## config.mk

```make
export PLATFORM = sky130hd
export DESIGN_NAME = ifi_core
export DESIGN_NICKNAME = d
export VERILOG_FILES = /design/src/ifi_pkg.sv /design/src/ifi_core.sv
export SDC_FILE = /design/constraint.sdc
export NUM_CORES = 1
export LEC_CHECK = 0
export BUFFER_PORTS_ARGS = -buffer_cell sky130_fd_sc_hd__buf_2
export CORE_MARGIN = 3
export CORE_UTILIZATION = 48
export DETAILED_ROUTE_END_ITERATION = 6
export PLACE_DENSITY = 0.75
export RECOVER_POWER = 50
export SYNTH_ARGS = -nofsm -noshare
export SYNTH_HDL_FRONTEND = slang
export SYNTH_SLANG_ARGS = --single-unit
```

## constraint.sdc

```tcl
create_clock -name clk_sys_in -period 1.85 [get_ports clk_sys_in]
set_input_delay 0.2775 -clock clk_sys_in [delete_from_list [all_inputs] [get_ports clk_sys_in]]
set_output_delay 0.2775 -clock clk_sys_in [all_outputs]
set_load 0.02 [all_outputs]
```

## src/ifi_pkg.sv

```systemverilog
package ifi_pkg;

    localparam int DATA_W = 8;
    localparam int WORD_W = 16;
    localparam int BANK_W = 4;
    localparam int ADDR_W = 12;

    // opcode fields, word[15:10]
    localparam logic [5:0] OP_INCREMENT    = 6'h0A;
    localparam logic [5:0] OP_INC_SKIP_Z   = 6'h0F;
    localparam logic [5:0] OP_INC_SKIP_NZ  = 6'h12;
    localparam int         OP_MSB          = 15;
    localparam int         OP_LSB          = 10;
    localparam int         DEST_BIT        = 9;
    localparam int         BANK_BIT        = 8;

    localparam logic [7:0] INDEXED_LIMIT   = 8'h5F;
    localparam logic [7:0] FAST_SPLIT      = 8'h80;
    localparam logic [3:0] FAST_HIGH_BANK  = 4'hF;
    localparam logic [7:0] ALL_ONES        = 8'hFF;

    // register addresses of the bus port
    localparam logic [3:0] REG_CONTROL     = 4'h0;
    localparam logic [3:0] REG_BANK_SELECT = 4'h1;
    localparam logic [3:0] REG_INDEX_BASE  = 4'h2;
    localparam logic [3:0] REG_WORKING     = 4'h3;
    localparam logic [3:0] REG_FLAGS       = 4'h4;
    localparam logic [3:0] REG_STATUS      = 4'h5;

    localparam logic [1:0] PHASE_Q1        = 2'h0;
    localparam logic [1:0] PHASE_Q4        = 2'h3;
    localparam logic [1:0] PHASE_RESET     = 2'h0;
    localparam logic [7:0] BYTE_RESET      = 8'h00;

    typedef struct packed {
        logic carry;
        logic digit_carry;
        logic zero;
        logic overflow;
        logic negative;
    } ifi_flags_type;

    typedef struct packed {
        logic              write_en;
        logic [ADDR_W-1:0] addr;
        logic [DATA_W-1:0] data;
    } ifi_file_write_type;

    typedef enum logic [1:0] {
        IFI_EXEC,
        IFI_FLUSH,
        IFI_FLUSH_SECOND
    } ifi_state_type;

endpackage

```

## src/ifi_core.sv

```systemverilog
// Implementation choices: the address-and-strobe port and the register offsets.
`timescale 1ns/1ps

module ifi_core
(
    input  wire logic                        clk_sys_in,       // 40 MHz system clock
    input  wire logic                        reset_in,         // synchronous, active high
    input  wire logic [ifi_pkg::WORD_W-1:0]  instr_in,         // instruction word of this cycle
    input  wire logic                        instr_valid_in,   // word presented at Q1
    input  wire logic                        next_two_word_in, // fetched next word is two-word
    input  wire logic [ifi_pkg::DATA_W-1:0]  file_rdata_in,    // file data, valid at Q2
    input  wire logic [3:0]                  reg_addr_in,      // register port address
    input  wire logic [7:0]                  reg_wdata_in,     // register write data
    input  wire logic                        reg_write_in,     // register write strobe
    input  wire logic                        reg_read_in,      // register read strobe
    output logic [7:0]                       reg_rdata_out,    // read data, cycle after strobe
    output logic [ifi_pkg::ADDR_W-1:0]       file_addr_out,    // file register address
    output ifi_pkg::ifi_file_write_type      file_write_out,   // write to file, set at Q4, high during the next Q1
    output logic [1:0]                       phase_out,        // current Q phase 0..3
    output logic                             busy_out          // flushing a skipped word
);

    function automatic logic is_ours(input logic [5:0] op);
        is_ours = (op == ifi_pkg::OP_INCREMENT) || (op == ifi_pkg::OP_INC_SKIP_Z)
                  || (op == ifi_pkg::OP_INC_SKIP_NZ);
    endfunction

    // software-visible state
    logic                       extended_en;
    logic [ifi_pkg::BANK_W-1:0] bank_select_register;
    logic [ifi_pkg::ADDR_W-1:0] index_base;
    logic [ifi_pkg::DATA_W-1:0] working;
    ifi_pkg::ifi_flags_type     flags;
    logic [7:0]                 reg_rdata;

    logic                       next_extended_en;
    logic [ifi_pkg::BANK_W-1:0] next_bank_select_register;
    logic [ifi_pkg::ADDR_W-1:0] next_index_base;
    logic [ifi_pkg::DATA_W-1:0] next_working;
    ifi_pkg::ifi_flags_type     next_flags;
    logic [7:0]                 next_reg_rdata;

    // execution state
    ifi_pkg::ifi_state_type     state;
    ifi_pkg::ifi_state_type     next_state;
    logic [1:0]                 phase;
    logic [1:0]                 next_phase;
    logic [ifi_pkg::WORD_W-1:0] instr;
    logic [ifi_pkg::WORD_W-1:0] next_instr;
    logic                       active;
    logic                       next_active;
    logic [ifi_pkg::DATA_W-1:0] operand;
    logic [ifi_pkg::DATA_W-1:0] next_operand;
    logic [ifi_pkg::ADDR_W-1:0] file_addr;
    logic [ifi_pkg::ADDR_W-1:0] next_file_addr;
    ifi_pkg::ifi_file_write_type file_write;
    ifi_pkg::ifi_file_write_type next_file_write;
    logic                       two_word;
    logic                       next_two_word;
    logic                       busy;
    logic                       next_busy;

    logic [5:0]                 op;
    logic [7:0]                 f_field;
    logic [ifi_pkg::ADDR_W-1:0] decoded_addr;
    logic [ifi_pkg::DATA_W:0]   sum;
    logic [4:0]                 low_sum;
    logic [ifi_pkg::DATA_W-1:0] result;
    logic                       do_skip;

    assign op      = instr_in[ifi_pkg::OP_MSB:ifi_pkg::OP_LSB];
    assign f_field = instr_in[7:0];
    assign sum     = {1'b0, operand} + 9'h001;
    assign low_sum = {1'b0, operand[3:0]} + 5'h01;
    assign result  = sum[ifi_pkg::DATA_W-1:0];
    assign do_skip = (instr[ifi_pkg::OP_MSB:ifi_pkg::OP_LSB] == ifi_pkg::OP_INC_SKIP_Z)
                         ? (result == ifi_pkg::BYTE_RESET)
                         : (instr[ifi_pkg::OP_MSB:ifi_pkg::OP_LSB] == ifi_pkg::OP_INC_SKIP_NZ)
                             && (result != ifi_pkg::BYTE_RESET);

    always_comb
    begin
        if (!instr_in[ifi_pkg::BANK_BIT])
        begin
            if (extended_en && (f_field <= ifi_pkg::INDEXED_LIMIT))
            begin
                decoded_addr = index_base + {4'h0, f_field};
            end
            else if (f_field < ifi_pkg::FAST_SPLIT)
            begin
                decoded_addr = {4'h0, f_field};
            end
            else
            begin
                decoded_addr = {ifi_pkg::FAST_HIGH_BANK, f_field};
            end
        end
        else
        begin
            decoded_addr = {bank_select_register, f_field};
        end
    end

    // register port
    always_comb
    begin
        next_extended_en          = extended_en;
        next_bank_select_register = bank_select_register;
        next_index_base           = index_base;
        next_reg_rdata            = 8'h00;
        if (reg_write_in)
        begin
            unique case (reg_addr_in)
                ifi_pkg::REG_CONTROL:     next_extended_en = reg_wdata_in[0];
                ifi_pkg::REG_BANK_SELECT: next_bank_select_register = reg_wdata_in[3:0];
                ifi_pkg::REG_INDEX_BASE:  next_index_base = {4'h0, reg_wdata_in};
                default:                  next_extended_en = extended_en;
            endcase
        end
        if (reg_read_in)
        begin
            unique case (reg_addr_in)
                ifi_pkg::REG_CONTROL:     next_reg_rdata = {7'h00, extended_en};
                ifi_pkg::REG_BANK_SELECT: next_reg_rdata = {4'h0, bank_select_register};
                ifi_pkg::REG_INDEX_BASE:  next_reg_rdata = index_base[7:0];
                ifi_pkg::REG_WORKING:     next_reg_rdata = working;
                ifi_pkg::REG_FLAGS:       next_reg_rdata = {3'h0, flags};
                ifi_pkg::REG_STATUS:      next_reg_rdata = {5'h00, busy_out, phase};
                default:                  next_reg_rdata = 8'h00;
            endcase
        end
    end

    // execution: Q1 decode, Q2 read, Q3 process, Q4 write
    always_comb
    begin
        next_state      = state;
        next_phase      = phase + 2'h1;
        next_instr      = instr;
        next_active     = active;
        next_operand    = operand;
        next_file_addr  = file_addr;
        next_file_write = '0;
        next_two_word   = two_word;
        next_working    = working;
        next_flags      = flags;
        unique case (phase)
            ifi_pkg::PHASE_Q1:
            begin
                next_active = (state == ifi_pkg::IFI_EXEC) && instr_valid_in && is_ours(op);
                if (state == ifi_pkg::IFI_EXEC)
                begin
                    next_instr     = instr_in;
                    next_file_addr = decoded_addr;
                end
            end
            2'h1:
            begin
                next_operand = file_rdata_in;
            end
            2'h2:
            begin
                next_operand = operand;
            end
            ifi_pkg::PHASE_Q4:
            begin
                if (active)
                begin
                    if (instr[ifi_pkg::DEST_BIT])
                    begin
                        next_file_write = '{1'b1, file_addr, result};
                    end
                    else
                    begin
                        next_working = result;
                    end
                    if (instr[ifi_pkg::OP_MSB:ifi_pkg::OP_LSB] == ifi_pkg::OP_INCREMENT)
                    begin
                        next_flags.carry       = sum[ifi_pkg::DATA_W];
                        next_flags.digit_carry = low_sum[4];
                        next_flags.zero        = (result == ifi_pkg::BYTE_RESET);
                        next_flags.negative    = result[7];
                        next_flags.overflow    = (operand == 8'h7F);
                    end
                    if (do_skip)
                    begin
                        next_state    = ifi_pkg::IFI_FLUSH;
                        next_two_word = next_two_word_in;
                    end
                end
                else if (state == ifi_pkg::IFI_FLUSH)
                begin
                    // skipped word executes as a no-operation
                    next_state = two_word ? ifi_pkg::IFI_FLUSH_SECOND
                                          : ifi_pkg::IFI_EXEC;
                end
                else
                begin
                    next_state = ifi_pkg::IFI_EXEC;
                end
                next_active = 1'b0;
            end
        endcase
        // registered so the busy pin comes straight from a flop
        next_busy = (next_state != ifi_pkg::IFI_EXEC);
    end

    always_ff @(posedge clk_sys_in)
    begin
        if (reset_in)
        begin
            extended_en          <= 1'b0;
            bank_select_register <= '0;
            index_base           <= '0;
            working              <= ifi_pkg::BYTE_RESET;
            flags                <= '0;
            reg_rdata            <= 8'h00;
            state                <= ifi_pkg::IFI_EXEC;
            phase                <= ifi_pkg::PHASE_RESET;
            instr                <= '0;
            active               <= 1'b0;
            operand              <= ifi_pkg::BYTE_RESET;
            file_addr            <= '0;
            file_write           <= '0;
            two_word             <= 1'b0;
            busy                 <= 1'b0;
        end
        else
        begin
            extended_en          <= next_extended_en;
            bank_select_register <= next_bank_select_register;
            index_base           <= next_index_base;
            working              <= next_working;
            flags                <= next_flags;
            reg_rdata            <= next_reg_rdata;
            state                <= next_state;
            phase                <= next_phase;
            instr                <= next_instr;
            active               <= next_active;
            operand              <= next_operand;
            file_addr            <= next_file_addr;
            file_write           <= next_file_write;
            two_word             <= next_two_word;
            busy                 <= next_busy;
        end
    end

    assign reg_rdata_out  = reg_rdata;
    assign file_addr_out  = file_addr;
    assign file_write_out = file_write;
    assign phase_out      = phase;
    assign busy_out       = busy;

endmodule

```

==> results.py <==
metrics = {
    "outcome": {
        "outcome": "complete, but fails checks",
        "violations": "setup timing",
    },
    "clock_tree": {
        "numCtsBuffers": 9,
        "h-tree-depth": 3,
        "cts_sinks": 89,
        "ctsLongestPathBuffers": 2,
        "hold_buffers": 0,
        "clkTransAtPathRegs_ns": 0.08,
        "root_buffer": "clkbuf_8",
        "tritoncts": "built",
        "clk_latency_ns": 0.35,
    },
    "grt": {
        "antenna_found_initial": 0,
        "grt_pass1_vias": 3037,
        "track_usage_pct": 20.6,
        "grt_max_degree": 61,
        "grt_pass1_wl_um": 14500,
        "globalRouteOverflowTotal": 0,
    },
    "final_layout": {
        "stdcell_count": 626,
        "nFillCells": 649,
        "synthToLayoutAreaGrowth_pct": 20.8,
        "final_net_count": 578,
        "drive_gt1_share_pct": 18.2,
        "diodes": 0,
        "final_area_um2": 4610,
    },
    "sta": {
        "tightestPinTransition_ns": 0.602,
        "fin_ws_ns": -0.0263,
        "report.final.slew_viol_count": 0,
        "min_period_over_period_pct": 101,
        "fin_setup_tns_ns": -0.0278,
        "fin_crit_ns": 1.88,
        "max_clock_freq_mhz": 533,
        "relSlewSlack_pct": 59.9,
        "hold_viol_final": 0,
        "grt_setup_unrepaired": "yes",
        "setup_viol": 2,
        "finClkSkew_ns": 0.0128,
    },
    "floorplanning": {
        "core_area_um2": 7490,
        "num_rows": 31,
        "die_y_um": 95.1,
        "die_area_um2": 9050,
        "die-width_um": 95.1,
        "floorplan.initialDensity_pct": 50.9,
        "ios": 86,
    },
    "routing": {
        "drt-pass1-iter-count": 4,
        "wl_per_cell_um": 14.7,
        "drt_iter0_drc": 189,
        "via_per_inst": 5.42,
        "vias": 3393,
        "routed_wirelength_um": 9210,
        "detail-route-antenna-nets": 0,
        "drc": 0,
    },
    "synthesis": {
        "synthesis.nets": 479,
        "synth_top_area_share_pct": 46.7,
        "netlist_area_um2": 3810,
        "synth-edff-count": 0,
        "synthTopCellsByCount": "89 x dfxtp_1, 67 x nor2_1, 44 x nand2_1, 33 x a21oi_1",
        "ys_ff_latch": 89,
        "synthArstFlopShare_pct": 0,
        "synthDistinctLibCells": 56,
        "ys_dominant_reg_cell": "dfxtp_1",
        "yosys_warnings": 0,
        "syn_inst": 424,
        "synth_top_cell_by_area": "dfxtp_1",
        "synth_most_common_cell": "dfxtp_1",
        "postSynthAreaPerCell_um2": 8.99,
        "ys_seq_area_share_pct": 46.7,
        "synthTopCellsByArea": "dfxtp_1 47%, nor2_1 6.6%, a21oi_1 4.3%",
    },
    "place": {
        "dpl_cell_area_um2": 4450,
        "port_buffers": 85,
        "place.gp.congestion": 0.878,
        "post-dp-hpwl_um": 6760,
        "placed_cells": 609,
    },
    "setup_path": {
        "arrival_ns": 2.11,
        "crit_path_start_kind": "register",
        "cpMaxStageDelayCell": "dfxtp_2",
        "crit_chain": "ha_4 -> fa_2 -> a21o_1 -> a21o_1 -> a211oi_2 -> nor3b_1 -> o21ai_1 -> a21oi_1",
        "critical_path_class": "register to register",
        "max_stage_delay_ns": 0.34,
        "required_ns": 2.08,
        "endpoint_kind": "register",
        "crit_top_cell": "a21o_1",
        "critPathMaxFanout": 2,
    },
    "power_and_ir_drop": {
        "p_leak_nw": 1.83,
        "p_per_area_nw_per_um2": 809,
        "ir_drop_mv": 0.503,
    },
    "flow_run": {
        "cap_violations": 0,
    },
    "hold_path": {
        "min-delay-path-class": "input pin to register",
    },
}
placed cells by master (no fill, tap or decap), types with 3 or more instances in the layout:
cell and count:
nand2b_1 3, a21oi_1 33, buf_2 39, nand4b_1 3, nor2_1 67, clkbuf_8 9, nor2b_1 3, and3_1 3
inv_1 4, nand3_1 16, a22oi_1 5, xor2_1 4, clkbuf_1 51, buf_4 20, o21ai_0 5, nand4_1 4
dfxtp_1 84, xnor2_1 7, dfxtp_2 5, mux2i_1 14, nand2_1 44, and2_1 13, a211oi_1 12, a21o_1 3
ha_1 11, nor3_1 9, o21ai_1 4
layout make-up:
type	count	area, um^2	area share [%]
clock buffer	12	135	2.93
clock inverter	3	42.5	0.923
inverter	4	15.0	0.326
multi-input combinational	311	1960	42.5
sequential	89	1790	38.8
tap	99	124	2.69
timing repair buffer	108	546	11.8
critical path: cells and delay by family (launching register included):
kind / cells / cell delay, ns
AND/OR/NAND/NOR: 1 / 0.08
adder cells (fa/ha/maj): 2 / 0.50
AO/OA/AOI/OAI: 5 / 0.85
flip-flops: 1 / 0.34
per-stage QoR:
step | power [mW] | hold WS, ns | setup WS, ns | utilization [%]
global route | 3.89 | 0.163 | -0.105 | 61.5
global placement | 2.51 | 0.441 | -0.135 | 59.4
detailed placement | 2.52 | 0.446 | -0.217 | 59.4
CTS | 3.75 | 0.155 | -0.0303 | 61.8
finish | 3.73 | 0.162 | -0.0263 | 61.5
floorplan | 2.35 | 0.413 | 0.00539 | -
report_power, final:
part | total [mW] | switching, mW | internal (mW) | leakage [nW]
clock network | 1.24 | 0.628 | 0.617 | 0.0864
registers | 2.02 | 0.0464 | 1.97 | 0.725
logic | 0.463 | 0.279 | 0.183 | 1.02
state kept, by name (all words and copies together), names as in the netlist:
signal	cells
file_write_out	21
file_addr_out	12
index_base	8
operand	8
reg_rdata_out	8
working	8
instr	7
flags	5
bank_select_register	4
phase_out	2
state	2
active	1
busy_out	1
extended_en	1
two_word	1
final timing paths:
path                                    from                       endpoint  slack, ns  cells past startpoint
setup / recovery  index_base[0]$_SDFFE_PP0P_  file_addr_out[8]$_SDFFE_PP0P_      -0.03                      8
hold / removal              file_rdata_in[3]        operand[3]$_SDFFE_PP0N_       0.16                      3
setup reg to reg  index_base[0]$_SDFFE_PP0P_  file_addr_out[8]$_SDFFE_PP0P_      -0.03                      8
hold reg to reg       instr[11]$_SDFFE_PP0P_         instr[11]$_SDFFE_PP0P_       0.46                      2
metal layers:
layer	wire (um)	GRT usage (%)	up-vias
met1	4170	28.1	1584
met4	189	7.69	0
li1	-	-	1694
met2	4310	32.2	99
met3	546	3.87	16
met5	0	0	-
kinds of logic after synthesis:
kind of cell	share of synthesized area, %
adder cells (fa/ha/maj)	4.46
multiplexers	5.22
XOR/XNOR	2.53
buffers and inverters	2.82
AO/OA/AOI/OAI	15.3
AND/OR/NAND/NOR	23.0
flip-flops	46.7
repair_timing:
action | CTS | global route
gates resized for setup | 2 | 13
setup endpoints to repair | 3 | 12
cloned | 0 | 0
pin swaps | 2 | 8
setup buffers | 0 | 2
No activity file was read; power rests on OpenSTA's default activity.
